===== config.mk =====
export PLATFORM = sky130hd
export DESIGN_NAME = tmtwo_top
export DESIGN_NICKNAME = d
export VERILOG_FILES = /design/src/rtl/tmtwo_pkg.sv /design/src/rtl/tmtwo_evt_if.sv /design/src/rtl/tmtwo_pinsync.sv /design/src/rtl/tmtwo_baud.sv /design/src/rtl/tmtwo_top.sv
export SDC_FILE = /design/constraint.sdc
export NUM_CORES = 1
export LEC_CHECK = 0
export BUFFER_PORTS_ARGS = -buffer_cell sky130_fd_sc_hd__buf_2
export CAP_MARGIN = 20
export CORE_UTILIZATION = 30
export DETAILED_ROUTE_END_ITERATION = 6
export PLACE_DENSITY_LB_ADDON = 0.15
export SYNTH_ARGS = -nofsm -noshare
export SYNTH_HDL_FRONTEND = slang
export SYNTH_SLANG_ARGS = --single-unit

===== constraint.sdc =====
create_clock -name clk_i -period 3.4 [get_ports clk_i]
set_input_delay 0.68 -clock clk_i [delete_from_list [all_inputs] [get_ports clk_i]]
set_output_delay 0.68 -clock clk_i [all_outputs]
set_load 0.05 [all_outputs]

===== src/rtl/tmtwo_pkg.sv =====
// Contract
// - receive baud comes from this timer's overflows when receive select is 1, else timer 1
// - transmit baud comes from this timer's overflows when transmit select is 1, else timer 1
// - capture select and trigger enable set: falling trigger edge captures the count
// - capture select clear: reload on overflow, and on trigger falls when enabled
// - either clock select set: capture select ignored, reload forced on overflow
// - baud generator mode exists only while receive or transmit select is 1
// - baud mode: high byte rollover reloads the 16-bit count from reload registers
// - serial modes 1 and 3: bit rate is overflow rate divided by 16
// - ordinary timer counts once per machine cycle, one twelfth of oscillator
// - baud mode internal clock counts every state time, half the oscillator
// - baud mode may instead count edges of the external count pin
// - baud mode rollover sets no overflow flag and requests no interrupt
// - baud mode trigger fall sets the external flag but does not reload
// - capture copies low and high count bytes while counting continues
// - external flag and overflow flag both request the one timer interrupt
// - up-count reload mode: overflow past all ones sets flag and reloads
package tmtwo_pkg;
    localparam logic [7:0]  ADDR_CTRL    = 8'h00;
    localparam logic [7:0]  ADDR_CNT_LO  = 8'h04;
    localparam logic [7:0]  ADDR_CNT_HI  = 8'h08;
    localparam logic [7:0]  ADDR_RCAP_LO = 8'h0C;
    localparam logic [7:0]  ADDR_RCAP_HI = 8'h10;
    localparam int          BIT_OVF      = 7;
    localparam int          BIT_EXT      = 6;
    localparam int          BIT_RCLK     = 5;
    localparam int          BIT_TRANSMIT_CLOCK_SELECT     = 4;
    localparam int          BIT_EXEN     = 3;
    localparam int          BIT_RUN      = 2;
    localparam int          BIT_CTSEL    = 1;
    localparam int          BIT_CPRL     = 0;
    localparam logic [7:0]  CTRL_RST     = 8'h00;
    localparam logic [15:0] CNT_RST      = 16'h0000;
    localparam logic [15:0] RCAP_RST     = 16'h0000;
    localparam logic [15:0] CNT_MAX      = 16'hFFFF;
    localparam int          MACHINE_DIV  = 12;
    localparam int          STATE_DIV    = 2;
    localparam logic [3:0]  MACHINE_LAST = 4'(MACHINE_DIV - 1);
    localparam logic [3:0]  STATE_LAST   = 4'(STATE_DIV - 1);
    localparam int          BAUD_DIV     = 16;
    localparam logic [3:0]  BAUD_LAST    = 4'(BAUD_DIV - 1);
    localparam logic [2:0]  PIN_IDLE     = 3'h7;
    typedef enum logic [3:0]
    {
        MODE_OFF     = 4'h1,
        MODE_RELOAD  = 4'h2,
        MODE_CAPTURE = 4'h4,
        MODE_BAUD    = 4'h8
    } tmtwo_mode_type;
endpackage


===== src/rtl/tmtwo_evt_if.sv =====
`timescale 1ns/10ps
interface tmtwo_evt_if;
    logic trig_fall;
    logic cnt_fall;
    logic ovf_pulse;
    modport pins (output trig_fall, output cnt_fall);
    modport core (input trig_fall, input cnt_fall, output ovf_pulse);
    modport baud (input ovf_pulse);
endinterface


===== src/rtl/tmtwo_pinsync.sv =====
`timescale 1ns/10ps
module tmtwo_pinsync
    import tmtwo_pkg::*;
(
    input  wire logic  clk_i,
    input  wire logic  rst_i,
    input  wire logic  trig_pin_i,
    input  wire logic  cnt_pin_i,
    tmtwo_evt_if.pins  evt
);
    // [0] first stage, [1] second stage, [2] previous sample
    logic [2:0] trig_q;
    logic [2:0] cnt_q;

    // idle high at reset so release with the pin high fakes no fall; a pin held low at release reads as a fall
    always_ff @(posedge clk_i)
    begin
        if (rst_i)
        begin
            trig_q <= PIN_IDLE;
            cnt_q  <= PIN_IDLE;
        end
        else
        begin
            trig_q <= {trig_q[1:0], trig_pin_i};
            cnt_q  <= {cnt_q[1:0], cnt_pin_i};
        end
    end

    assign evt.trig_fall = trig_q[2] & ~trig_q[1];
    assign evt.cnt_fall  = cnt_q[2] & ~cnt_q[1];
endmodule


===== src/rtl/tmtwo_baud.sv =====
`timescale 1ns/10ps
module tmtwo_baud
    import tmtwo_pkg::*;
(
    input  wire logic        clk_i,
    input  wire logic        rst_i,
    input  wire logic        rx_sel_i,
    input  wire logic        tx_sel_i,
    input  wire logic [1:0]  serial_mode_i,
    input  wire logic        timer1_ovf_i,
    tmtwo_evt_if.baud        evt,
    output logic             rx_baud_tick_o,
    output logic             tx_baud_tick_o
);
    logic [3:0] rx_div_q;
    logic [3:0] tx_div_q;
    logic       rx_tick_q;
    logic       tx_tick_q;

    function automatic logic pick_src(input logic sel, input logic own, input logic t1);
        return sel ? own : t1;
    endfunction

    // modes 1 and 3 are the variable-rate ones, odd codes
    wire var_mode = serial_mode_i[0];
    wire rx_src   = var_mode & pick_src(rx_sel_i, evt.ovf_pulse, timer1_ovf_i);
    wire tx_src   = var_mode & pick_src(tx_sel_i, evt.ovf_pulse, timer1_ovf_i);

    always_ff @(posedge clk_i)
    begin
        if (rst_i)
        begin
            rx_div_q  <= 4'h0;
            tx_div_q  <= 4'h0;
            rx_tick_q <= 1'b0;
            tx_tick_q <= 1'b0;
        end
        else
        begin
            rx_div_q  <= rx_div_q + 4'(rx_src);
            tx_div_q  <= tx_div_q + 4'(tx_src);
            rx_tick_q <= rx_src & (rx_div_q == BAUD_LAST);
            tx_tick_q <= tx_src & (tx_div_q == BAUD_LAST);
        end
    end

    assign rx_baud_tick_o = rx_tick_q;
    assign tx_baud_tick_o = tx_tick_q;
endmodule


===== src/rtl/tmtwo_top.sv =====
// Design decisions made here: the Wishbone slave port and the placing of the registers.
`timescale 1ns/10ps
module tmtwo_top
    import tmtwo_pkg::*;
(
    input  wire logic        clk_i,
    input  wire logic        rst_i,
    input  wire logic        wb_cyc_i,
    input  wire logic        wb_stb_i,
    input  wire logic        wb_we_i,
    input  wire logic [7:0]  wb_adr_i,
    input  wire logic [3:0]  wb_sel_i,
    input  wire logic [31:0] wb_dat_i,
    output logic      [31:0] wb_dat_o,
    output logic             wb_ack_o,
    input  wire logic        trig_pin_i,
    input  wire logic        cnt_pin_i,
    input  wire logic        timer1_ovf_i,
    input  wire logic [1:0]  serial_mode_i,
    output logic             timer_irq_o,
    output logic             rx_baud_tick_o,
    output logic             tx_baud_tick_o
);
    logic        ovf_q;
    logic        ext_q;
    logic        rclk_q;
    logic        transmit_clock_select_q;
    logic        exen_q;
    logic        run_q;
    logic        ctsel_q;
    logic        cprl_q;
    logic [15:0] cnt_q;
    logic [15:0] cnt_d;
    logic [15:0] rcap_q;
    logic [15:0] rcap_d;
    logic [3:0]  pre_q;
    logic        ack_q;
    logic [31:0] rdat_q;
    logic        irq_q;
    logic        ovf_d;
    logic        ext_d;
    logic        reload_ev;
    logic        set_ovf;
    tmtwo_mode_type mode;

    tmtwo_evt_if evt ();

    tmtwo_pinsync u_pins
    (
        .clk_i      (clk_i),
        .rst_i      (rst_i),
        .trig_pin_i (trig_pin_i),
        .cnt_pin_i  (cnt_pin_i),
        .evt        (evt.pins)
    );

    tmtwo_baud u_baud
    (
        .clk_i          (clk_i),
        .rst_i          (rst_i),
        .rx_sel_i       (rclk_q),
        .tx_sel_i       (transmit_clock_select_q),
        .serial_mode_i  (serial_mode_i),
        .timer1_ovf_i   (timer1_ovf_i),
        .evt            (evt.baud),
        .rx_baud_tick_o (rx_baud_tick_o),
        .tx_baud_tick_o (tx_baud_tick_o)
    );

    // bus decode; one wait state, answer registered
    wire wb_req      = wb_cyc_i & wb_stb_i & ~ack_q;
    wire wr_lane     = wb_req & wb_we_i & wb_sel_i[0];
    wire wr_ctrl     = wr_lane & (wb_adr_i == ADDR_CTRL);
    wire wr_cnt_lo   = wr_lane & (wb_adr_i == ADDR_CNT_LO);
    wire wr_cnt_hi   = wr_lane & (wb_adr_i == ADDR_CNT_HI);
    wire wr_rcap_lo  = wr_lane & (wb_adr_i == ADDR_RCAP_LO);
    wire wr_rcap_hi  = wr_lane & (wb_adr_i == ADDR_RCAP_HI);
    wire wr_cnt_any  = wr_cnt_lo | wr_cnt_hi;
    wire wr_rcap_any = wr_rcap_lo | wr_rcap_hi;
    wire [7:0] wbyte = wb_dat_i[7:0];

    wire [7:0] ctrl_rd = {ovf_q, ext_q, rclk_q, transmit_clock_select_q, exen_q, run_q, ctsel_q, cprl_q};
    wire [7:0] rd_byte =
        (wb_adr_i == ADDR_CTRL)    ? ctrl_rd      :
        (wb_adr_i == ADDR_CNT_LO)  ? cnt_q[7:0]   :
        (wb_adr_i == ADDR_CNT_HI)  ? cnt_q[15:8]  :
        (wb_adr_i == ADDR_RCAP_LO) ? rcap_q[7:0]  :
        (wb_adr_i == ADDR_RCAP_HI) ? rcap_q[15:8] : 8'h00;

    // mode decode
    wire baud_mode = rclk_q | transmit_clock_select_q;
    assign mode = !run_q    ? MODE_OFF     :
                  baud_mode ? MODE_BAUD    :
                  cprl_q    ? MODE_CAPTURE : MODE_RELOAD;

    // count source: prescaled oscillator or external pin edges
    wire [3:0] pre_last = baud_mode ? STATE_LAST : MACHINE_LAST;
    wire pre_hit  = pre_q >= pre_last;
    // a mode switch while running restarts the prescaler, no stale early tick
    wire pre_restart = wr_ctrl & ((wbyte[BIT_RCLK] | wbyte[BIT_TRANSMIT_CLOCK_SELECT]) != baud_mode);
    wire tick     = run_q & (ctsel_q ? evt.cnt_fall : pre_hit);
    wire roll     = tick & (cnt_q == CNT_MAX);
    wire trig_ev  = exen_q & evt.trig_fall;
    // trigger acts on the registers even while stopped, like the flag
    wire capture_ev  = trig_ev & ~baud_mode & cprl_q;
    wire trig_reload = trig_ev & ~baud_mode & ~cprl_q;

    assign evt.ovf_pulse = roll;

    always_comb
    begin
        reload_ev = 1'b0;
        set_ovf   = 1'b0;
        unique case (mode)
            MODE_OFF:
            begin
                reload_ev = trig_reload;
            end
            MODE_RELOAD:
            begin
                reload_ev = roll | trig_reload;
                set_ovf   = roll;
            end
            MODE_CAPTURE:
            begin
                set_ovf   = roll;
            end
            MODE_BAUD:
            begin
                reload_ev = roll;
            end
            default:
            begin
                reload_ev = 1'b0;
            end
        endcase
    end

    // software write wins over counting; bench must follow the stop-first rule
    always_comb
    begin
        cnt_d = cnt_q;
        if (wr_cnt_lo)
            cnt_d = {cnt_q[15:8], wbyte};
        else if (wr_cnt_hi)
            cnt_d = {wbyte, cnt_q[7:0]};
        else if (reload_ev)
            cnt_d = rcap_q;
        else if (tick)
            cnt_d = cnt_q + 16'h0001;
    end

    always_comb
    begin
        rcap_d = rcap_q;
        if (wr_rcap_lo)
            rcap_d = {rcap_q[15:8], wbyte};
        else if (wr_rcap_hi)
            rcap_d = {wbyte, rcap_q[7:0]};
        else if (capture_ev)
            rcap_d = cnt_q;
    end

    // hardware set beats a software clear in the same cycle
    assign ovf_d = set_ovf | (wr_ctrl ? wbyte[BIT_OVF] : ovf_q);
    assign ext_d = trig_ev | (wr_ctrl ? wbyte[BIT_EXT] : ext_q);

    always_ff @(posedge clk_i)
    begin
        if (rst_i)
        begin
            {ovf_q, ext_q, rclk_q, transmit_clock_select_q, exen_q, run_q, ctsel_q, cprl_q} <= CTRL_RST;
            cnt_q  <= CNT_RST;
            rcap_q <= RCAP_RST;
            pre_q  <= 4'h0;
            irq_q  <= 1'b0;
        end
        else
        begin
            ovf_q  <= ovf_d;
            ext_q  <= ext_d;
            if (wr_ctrl)
            begin
                rclk_q  <= wbyte[BIT_RCLK];
                transmit_clock_select_q  <= wbyte[BIT_TRANSMIT_CLOCK_SELECT];
                exen_q  <= wbyte[BIT_EXEN];
                run_q   <= wbyte[BIT_RUN];
                ctsel_q <= wbyte[BIT_CTSEL];
                cprl_q  <= wbyte[BIT_CPRL];
            end
            cnt_q  <= cnt_d;
            rcap_q <= rcap_d;
            pre_q  <= (!run_q || pre_hit || pre_restart) ? 4'h0 : pre_q + 4'h1;
            irq_q  <= ovf_d | ext_d;
        end
    end

    always_ff @(posedge clk_i)
    begin
        if (rst_i)
        begin
            ack_q  <= 1'b0;
            rdat_q <= 32'h0000_0000;
        end
        else
        begin
            ack_q  <= wb_req;
            rdat_q <= wb_req ? {24'h000000, rd_byte} : 32'h0000_0000;
        end
    end

    assign wb_ack_o    = ack_q;
    assign wb_dat_o    = rdat_q;
    assign timer_irq_o = irq_q;
endmodule


==> impl_metrics.ini, run 1 <==
[status]
status = completed

[final_layout]
syn2layout_area_growth_pct = 14.6
final_area_um2 = 4510
fin_util_pct = 35.4
diodes = 0
num-nets-final = 552
final_layout_size_suffix_gt1_share_pct = 17.6

[timing]
finalCritPeriodShare_pct = 83.6
finalHoldViolCount = 0
clock_skew_ns = 0.00952
relSlewSlack_pct = 53.8
min_period_ns = 2.84
worstMarginPinSlew_ns = 0.690
slew_violations = 0
fmax_ghz = 0.352
fin_ws_ns = 0.559
grt_setup_unrepaired = false
finalSetupViolCount = 0
fin_setup_tns_ns = 0

[logic_synthesis]
ys_ff_latch = 70
syn_area_per_cell_um2 = 8.53
synth_area_leaders = dfxtp_1 (36%), mux2i_1 (5.3%), nor2_1 (5.2%), buf_4 (5.2%), a211oi_1 (3.4%)
ys_seq_area_share_pct = 35.6
synth_common_cells = dfxtp_1 (70), nor2_1 (55), buf_4 (27), nand2_1 (23)
yosysWarnings = 0
synth_cell_types = 55
synth_area_um2 = 3930
ys_async_sr_fraction_pct = 0
yosysMostFrequentCell = dfxtp_1
synth-edff-count = 0
synth_top_area_share_pct = 35.6
synth_area_leader_cell = dfxtp_1
syn_inst = 461
synth_ff_type = dfxtp_1

[worst_setup_path]
crit_top_cell = ha_1
cp_max_fo = 6
start_kind = register
arrival_ns = 3.04
cp.required_ns = 3.60
worst-setup-path-type = reg2reg
crit_family = simple AND/OR/NAND/NOR gates
rrSetupSlack_ns = 0.56
crit_path_end_kind = register
cp_num_buf_inv = 1
max_stage_delay_ns = 0.44
worstPathCellList = nor2_1 -> inv_1 -> ha_1 -> a211o_1 -> nand3_1 -> a211oi_1 -> mux2i_1 -> nor2b_1 -> ha_1 -> ha_1 -> nor2b_1
crit_path_top_delay_cell = a211oi_1

[global_route]
grt_pass1_vias = 3278
grt_max_degree = 28
antenna_found_initial = 0
grt_usage_pct = 18.3
grt_overflow_total = 0
grt_pass1_wl_um = 18100

[clock_network]
holdBufCountCts = 0
cts_buffers = 9
post_cts_buffers = 0
clk-insertion-delay-late_ns = 0.34
clkTransAtPathRegs_ns = 0.06
cts_tree = built
cts_resized = 0
cts_sinks = 70
cts.path.max_buffers = 2
cts_root_buffer = clkbuf_16
htreeDepth = 3

[detailed_routing]
avgRoutedWirePerCell_um = 17.5
drtPass1Iterations = 5
vias_per_cell = 5.21
vias = 3478
antenna_left = 0
drt_iter0_drc = 208
routed_wl_um = 11700
drc = 0

[power_and_ir_drop]
max-vdd-ir-drop_v = 0.000225
p_clk_share_pct = 50.8
netSwitchingFraction_pct = 24.2
powerDensity_nw_per_um2 = 439
seqPwrFrac_pct = 41.9
comb_power_share_pct = 7.2
p_total_uw = 1980
p_switching_uw = 479
intPower_uw = 1500
p_leak_uw = 0.00172

[floorplanning]
die_area_um2 = 13600
fp.coreArea_um2 = 12700
die_h_um = 116
row_count = 41
die_w_um = 116
initial_core_util_pct = 30.9
ioPinCount = 90

[place]
placed_area_um2 = 4190
dp_hpwl_um = 8330
portBuffers = 37
pre_cts_ws_ns = 0.553
place.gp.congestion = 0.845

[worst_hold_path]
min_path_type = reg2reg

[job]
drv_cap = 0
[cell usage in the layout (no fill, tap or decap), types with 6 or more instances in the layout]
master	Yosys	layout
nand4_1	6	6
nand2_1	23	23
mux2_2	7	7
a21oi_1	15	15
buf_2	2	37
o22ai_1	16	16
mux2i_1	21	21
nand3_1	16	16
nor2b_1	15	15
xor2_1	7	7
ha_1	8	8
a22oi_1	12	12
o21ai_0	21	21
nor2_1	55	55
nor3_1	6	6
buf_4	27	9
inv_1	12	12
dfxtp_1	70	70
a211oi_1	18	18
xnor2_1	13	13
or2_2	8	8
clkbuf_16	0	9
conb_1	1	24
[worst register-to-register path, cell delays in order, from the launching register on]
cell and delay, ns:
dfxtp_1 0.37, nor2_1 0.30, inv_1 0.11, ha_1 0.29, a211o_1 0.15, nand3_1 0.13, a211oi_1 0.44, mux2i_1 0.19
nor2b_1 0.20, ha_1 0.19, ha_1 0.22, nor2b_1 0.12
[routing by layer]
metal,GRT usage [%],routed length [µm],vias to the layer above
met2,27.9,5180,120
met1,25.1,5550,1662
met5,0,0,-
met3,3.63,641,19
met4,7.52,296,0
li1,-,-,1677
[stage by stage]
step,hold slack [ns],std cells
3_3_place_gp,0.391,651
2_1_floorplan,0.389,484
3_5_place_dp,0.392,651
5_1_grt,0.435,667
6_report,0.407,667
4_1_cts,0.407,667
[cell families after synthesis]
| group | share of synthesized area, % |
|---|---|
| AO/OA/AOI/OAI | 19.4 |
| XOR/XNOR | 4.45 |
| adder cells (fa/ha/maj) | 2.55 |
| buffers and inverters | 9.32 |
| flip-flops | 35.6 |
| multiplexers | 7.35 |
| other | 0.0954 |
| AND/OR/NAND/NOR | 21.2 |
[registers in the layout, summed over array words and instances (netlist names), 3 cells and up]
| signal | cells |
|---|---|
| cnt_q | 16 |
| pre_q | 4 |
| rcap_q | 16 |
| u_baud.rx_div_q | 4 |
| u_baud.tx_div_q | 4 |
| u_pins.cnt_q | 3 |
| u_pins.trig_q | 3 |
| wb_dat_o | 8 |
[power groups by stage]
stage	clock (µW)	sequential [µW]	combinational, µW
after floorplan	0	849	122
after global routing	1060	830	154
after CTS	1020	830	143
after global placement	0	848	142
final	1010	830	143
after detailed placement	0	848	142
[worst paths after layout]
| kind | startpoint | to | cells past startpoint |
|---|---|---|---|
| worst max-delay path | transmit_clock_select_q$_SDFFE_PP0P_ | u_baud.rx_div_q[1]$_SDFF_PP0_ | 11 |
| worst min-delay path | u_pins.trig_q[0]$_SDFF_PP1_ | u_pins.trig_q[1]$_SDFF_PP1_ | 1 |
| worst max register to register | transmit_clock_select_q$_SDFFE_PP0P_ | u_baud.rx_div_q[1]$_SDFF_PP0_ | 11 |
| worst min register to register | u_pins.trig_q[0]$_SDFF_PP1_ | u_pins.trig_q[1]$_SDFF_PP1_ | 1 |
[layout make-up]
class	count	area (µm²)
clock buffers	11	233
clock inverters	5	83.8
fillers	1350	8220
inverters	13	48.8
multi-input cells	349	2250
flip-flops and latches	70	1400
well taps	172	215
repair buffers	47	273
(Power assumes the default switching activity.)
==> run 2: changes to the inputs <==
--- a/config.mk
+++ b/config.mk
@@ -5,6 +5,7 @@
 export SDC_FILE = /design/constraint.sdc
 export NUM_CORES = 1
 export LEC_CHECK = 0
+export ABC_AREA = 1
 export BUFFER_PORTS_ARGS = -buffer_cell sky130_fd_sc_hd__buf_2
 export CAP_MARGIN = 20
 export CORE_UTILIZATION = 30
==> constraint.sdc (replaced) <==
create_clock -name clk_i -period 2.4 [get_ports clk_i]
set_input_delay 0.48 -clock clk_i [delete_from_list [all_inputs] [get_ports clk_i]]
set_output_delay 0.48 -clock clk_i [all_outputs]
set_load 0.05 [all_outputs]
==> run 2 against run 1 <==
Clock power rose by 47%. Maximum frequency rose by 27%. Clock-buffer cell count fell by 1. Core utilization rose by 1.6 points. Synthesized cell count rose by 28%. Largest cell class unchanged. Clock skew fell by 0.0042 ns. Power rose by 44%.
==> impl_metrics.ini, run 2 <==
[status]
status = completed

[worst_setup_path]
crit_family = simple AND/OR/NAND/NOR gates
start_kind = register
rrSetupSlack_ns = 0.16
crit_path_top_delay_cell = dfxtp_1
max_stage_delay_ns = 0.31
crit_path_end_kind = register
cp_max_fo = 3
cp.required_ns = 2.62
worstPathCellList = or2_4 -> ha_4 -> inv_1 -> nor2_1 -> nand2_1 -> nand3_1 -> nand2_2 -> inv_2 -> nand2_2 -> a21oi_2 -> ha_2 -> ha_2 -> xnor2_1 -> nor2_1
cp_num_buf_inv = 2
arrival_ns = 2.45
worst-setup-path-type = reg2reg

[global_route]
antenna_found_initial = 0
grt_pass1_wl_um = 18900
grt_max_degree = 34
grt_pass1_vias = 3605
grt_usage_pct = 17.2
grt_overflow_total = 0

[logic_synthesis]
yosysMostFrequentCell = nand2_1
synth-edff-count = 0
synth_ff_type = dfxtp_1
ys_ff_latch = 70
syn_inst = 589
synth_area_leader_cell = dfxtp_1
synth_common_cells = nand2_1 (120), nor2_1 (71), dfxtp_1 (70), inv_1 (56), nand3_1 (34)
synth_area_leaders = dfxtp_1 (34%), nand2_1 (11%), nor2_1 (6.4%), inv_1 (5.0%), buf_4 (4.7%)
ys_seq_area_share_pct = 33.6
synth_area_um2 = 4170
synth_top_area_share_pct = 33.6
yosysWarnings = 0
synth_cell_types = 45
syn_area_per_cell_um2 = 7.07
ys_async_sr_fraction_pct = 0

[timing]
slew_violations = 0
min_period_ns = 2.24
fin_hold_ws_ns = 0.322
clock_skew_ns = 0.00531
fmax_ghz = 0.447
finalCritPeriodShare_pct = 93.1
fin_ws_ns = 0.164
finalSetupViolCount = 0
finalHoldViolCount = 0
fin_setup_tns_ns = 0

[place]
portBuffers = 37
place.gp.congestion = 0.916
dp_hpwl_um = 9140
pre_cts_ws_ns = 0.0359

[floorplanning]
row_count = 42
die_area_um2 = 14400
fp.coreArea_um2 = 13400
initial_core_util_pct = 31.1
die_h_um = 120
die_w_um = 120
ioPinCount = 90

[clock_network]
cts_tree = built
cts_root_buffer = clkbuf_16
clkTransAtPathRegs_ns = 0.06
clk-insertion-delay-late_ns = 0.34
cts.path.max_buffers = 2
cts_buffers = 9
htreeDepth = 3
cts_sinks = 70

[final_layout]
syn2layout_area_growth_pct = 19.0
mostFrequentLayoutCell = nand2_1
num-nets-final = 707
diodes = 0
final_layout_size_suffix_gt1_share_pct = 21.7
final_cell_mix = nand2_1 (117), nor2_1 (71), dfxtp_1 (70)

[detailed_routing]
avgRoutedWirePerCell_um = 14.2
vias_per_cell = 4.75
drc = 0
routed_wl_um = 11700
antenna_left = 0
vias = 3923
drtPass1Iterations = 5
drt_iter0_drc = 242

[job]
drv_cap = 0

[power_and_ir_drop]
p_leak_uw = 0.00213
powerDensity_nw_per_um2 = 574
max-vdd-ir-drop_v = 0.000331

[worst_hold_path]
min_path_type = in2reg
[run 2: changes by cell type after synthesis, moves of 17 or more]
cell	delta
inv_1	+44
mux2i_1	-21
a211oi_1	-18
a21oi_1	+17
nand3_1	+18
nand2_1	+97
[run 2: timing repair]
item	CTS	global route
setup endpoints to repair	0	10
hold buffers	0	0
setup buffers	0	1
endpoints found under the hold margin	0	0
resized for setup	0	10
[run 2: stage by stage]
stage	utilization, %	power (µW)	instance area [µm²]	std cells
after floorplan	-	1360	4250	612
after global placement	34.2	1380	4580	809
after detailed placement	34.2	1390	4580	809
after CTS	36.7	2880	4920	825
after global routing	37.0	2930	4960	826
final	37.0	2840	4960	826
[run 2: logic make-up after synthesis]
family                   Yosys count  synth area share [%]
AND/OR/NAND/NOR                  275                  32.1
AO/OA/AOI/OAI                    109                  15.1
buffers and inverters            109                  13.1
flip-flops                        70                  33.6
XOR/XNOR                          17                  3.57
adder cells (fa/ha/maj)            8                  2.40
other                              1                0.0900
[run 2: layout make-up]
class | count | area (µm²)
fillers | 1425 | 8440
multi-input cells | 433 | 2340
flip-flops and latches | 70 | 1400
repair buffers | 67 | 423
inverters | 64 | 240
clock buffers | 10 | 239
well taps | 176 | 220
clock inverters | 6 | 92.6
[run 2: where the power goes]
| part | leakage [µW] | switching [µW] | internal, µW | total (µW) |
|---|---|---|---|---|
| Combinational | 0.00141 | 151 | 35.1 | 186 |
| Sequential | 0.000565 | 3.75 | 1170 | 1170 |
| Clock | 0.000156 | 538 | 945 | 1480 |
| Total | 0.00213 | 693 | 2150 | 2840 |
[run 2: layer usage]
| metal | up-vias | global-route usage [%] | routed length (µm) |
|---|---|---|---|
| met5 | - | 0 | 0 |
| met4 | 0 | 5.55 | 173 |
| met3 | 17 | 3.04 | 582 |
| met2 | 99 | 28.9 | 5490 |
| met1 | 1817 | 22.3 | 5480 |
| li1 | 1990 | - | - |
[run 2: final timing paths]
| check | start | depth (start not counted) | endpoint |
|---|---|---|---|
| setup reg to reg | transmit_clock_select_q$_SDFFE_PP0P_ | 14 | u_baud.tx_div_q[2]$_SDFF_PP0_ |
| hold / removal | trig_pin_i | 2 | u_pins.trig_q[0]$_SDFF_PP1_ |
| setup / recovery | transmit_clock_select_q$_SDFFE_PP0P_ | 14 | u_baud.tx_div_q[2]$_SDFF_PP0_ |
| hold reg to reg | u_pins.trig_q[0]$_SDFF_PP1_ | 1 | u_pins.trig_q[1]$_SDFF_PP1_ |
==> run 3: changes to the inputs <==
--- a/config.mk
+++ b/config.mk
@@ -5,7 +5,6 @@
 export SDC_FILE = /design/constraint.sdc
 export NUM_CORES = 1
 export LEC_CHECK = 0
-export ABC_AREA = 1
 export BUFFER_PORTS_ARGS = -buffer_cell sky130_fd_sc_hd__buf_2
 export CAP_MARGIN = 20
 export CORE_UTILIZATION = 30
==> run 3 against run 2 <==
Final cell count down 14%. Critical path depth down 5. Sequential cell count unchanged. Wire length up 2.3%. Non-clock buffer count up 23. Core utilization up 1.6 points. First-iteration DRC count down 26%. Critical path type unchanged.
==> impl_metrics.ini, run 3 (same netlist as run 1, synthesis figures left out) <==
[floorplanning]
ioPinCount = 90
initial_core_util_pct = 30.9
fp.coreArea_um2 = 12700
die_w_um = 116
die_area_um2 = 13600
die_h_um = 116
row_count = 41

[worst_setup_path]
max_stage_delay_ns = 0.41
rr_worst_depth = 9
crit_path_end_kind = register
start_kind = register
cp_num_buf_inv = 0
crit_family = simple AND/OR/NAND/NOR gates
crit-reg2reg-launch = cnt_q[1]$_SDFFE_PP0P_
worst-setup-path-type = reg2reg
cp.required_ns = 2.64
worstPathCellList = ha_4 -> nand3_4 -> or3_4 -> a211oi_4 -> mux2i_4 -> nor2b_2 -> ha_2 -> ha_1 -> nor2b_1
arrival_ns = 2.52
crit_path_top_delay_cell = or3_4
rrSetupSlack_ns = 0.12
cp_max_fo = 3
regToRegEndpoint = u_baud.rx_div_q[1]$_SDFF_PP0_

[timing]
worstMarginPinSlew_ns = 0.612
finalHoldViolCount = 0
finalCritPeriodShare_pct = 95.1
grt_setup_unrepaired = false
fin_ws_ns = 0.117
clock_skew_ns = 0.00838
fmax_ghz = 0.438
slew_violations = 0
min_period_ns = 2.28
relSlewSlack_pct = 59.1
finalSetupViolCount = 0

[worst_hold_path]
min_path_type = in2reg
whs_path_depth = 2
hold-path-endpoint = u_pins.cnt_q[0]$_SDFF_PP1_
hold_path.startpoint = cnt_pin_i

[place]
placed_area_um2 = 4500
pre_cts_ws_ns = -0.0316
portBuffers = 37
dp_hpwl_um = 9030
place.gp.congestion = 0.850

[global_route]
grt_usage_pct = 18.5
antenna_found_initial = 0
grt_pass1_wl_um = 18500
grt_overflow_total = 0
grt_max_degree = 25
grt_pass1_vias = 3406

[detailed_routing]
routed_wl_um = 12000
antenna_left = 0
vias_per_cell = 5.09
drtPass1Iterations = 5
drc = 0
drt_iter0_drc = 179
vias = 3613
avgRoutedWirePerCell_um = 16.9

[clock_network]
cts_tree = built
cts.path.max_buffers = 2
clk-insertion-delay-late_ns = 0.35
cts_root_buffer = clkbuf_16
htreeDepth = 3
cts_buffers = 9
holdBufCountCts = 0
cts_sinks = 70
clkTransAtPathRegs_ns = 0.06

[power_and_ir_drop]
powerDensity_nw_per_um2 = 547
max-vdd-ir-drop_v = 0.000279
p_leak_uw = 0.00192

[final_layout]
final_layout_size_suffix_gt1_share_pct = 28.1
fillers = 1345
num-nets-final = 595
seq_area_um2 = 1410
final_cell_mix = dfxtp_1 (67), nor2_1 (53), buf_4 (53)
final_area_um2 = 4910
multi_input_area_um2 = 2370
syn2layout_area_growth_pct = 24.8
diodes = 0
mostFrequentLayoutCell = dfxtp_1

[status]
status = completed

[job]
drv_cap = 0
-- run 3: layer usage --
| metal | share of wire [%] | up-vias | wire length [µm] | GRT usage (%) |
|---|---|---|---|---|
| met5 | 0 | - | 0 | 0 |
| met4 | 2.2 | 0 | 268 | 8.55 |
| met3 | 5.1 | 17 | 609 | 2.96 |
| met2 | 45 | 135 | 5380 | 28.9 |
| met1 | 48 | 1701 | 5750 | 25.0 |
| li1 | - | 1760 | - | - |
-- run 3: where the power goes --
part           leakage [µW]  internal [µW]  total (µW)  switching, µW
clock network      0.000139            723        1290            572
logic               0.00122           49.3         214            165
registers          0.000567           1170        1180           4.29
total               0.00192           1940        2680            741
-- run 3: worst max path at each step --
stage	start	to	slack, ns	depth (start not counted)
6_report	cnt_q[1]$_SDFFE_PP0P_	u_baud.rx_div_q[1]$_SDFF_PP0_	0.12	9
5_1_grt	transmit_clock_select_q$_SDFFE_PP0P_	u_baud.rx_div_q[1]$_SDFF_PP0_	0.008	11
4_1_cts	rclk_q$_SDFFE_PP0P_	cnt_q[10]$_SDFFE_PP0P_	0.004	10
3_5_place_dp	transmit_clock_select_q$_SDFFE_PP0P_	u_baud.rx_div_q[1]$_SDFF_PP0_	-0.03	12
3_3_place_gp	transmit_clock_select_q$_SDFFE_PP0P_	u_baud.rx_div_q[1]$_SDFF_PP0_	-0.02	12
2_1_floorplan	transmit_clock_select_q$_SDFFE_PP0P_	cnt_q[6]$_SDFFE_PP0P_	0.05	11
-- run 3: repair_timing --
action	4_1_cts	5_1_grt
endpoints found under the hold margin	0	0
setup buffers	0	1
setup endpoints to repair	5	23
pin swaps	1	10
resized for setup	7	19
-- run 3: final cells by class --
cell class | instances | share of cell area (%)
multi-input combinational | 349 | 48.3
sequential | 70 | 28.6
timing repair buffer | 90 | 11.9
clock buffer | 9 | 4.59
tap | 172 | 4.38
clock inverter | 7 | 1.27
inverter | 13 | 0.994
-- run 3: worst register-to-register path: stages (launching register included) --
cell      delay (ns)
dfxtp_2         0.35
ha_4            0.15
nand3_4         0.08
or3_4           0.41
a211oi_4        0.36
mux2i_4         0.13
nor2b_2         0.16
ha_2            0.19
ha_1            0.22
nor2b_1         0.12
-- run 3: metrics by stage --
step           cells  util [%]  setup TNS, ns  hold WS (ns)  power [µW]
2_1_floorplan    484         -              0         0.389        1380
4_1_cts          710      37.9              0         0.302        2720
3_3_place_gp     694      35.4        -0.0458         0.393        1410
5_1_grt          710      38.6              0         0.321        2770
6_report         710      38.6              0         0.311        2680
3_5_place_dp     694      35.4         -0.165         0.396        1410
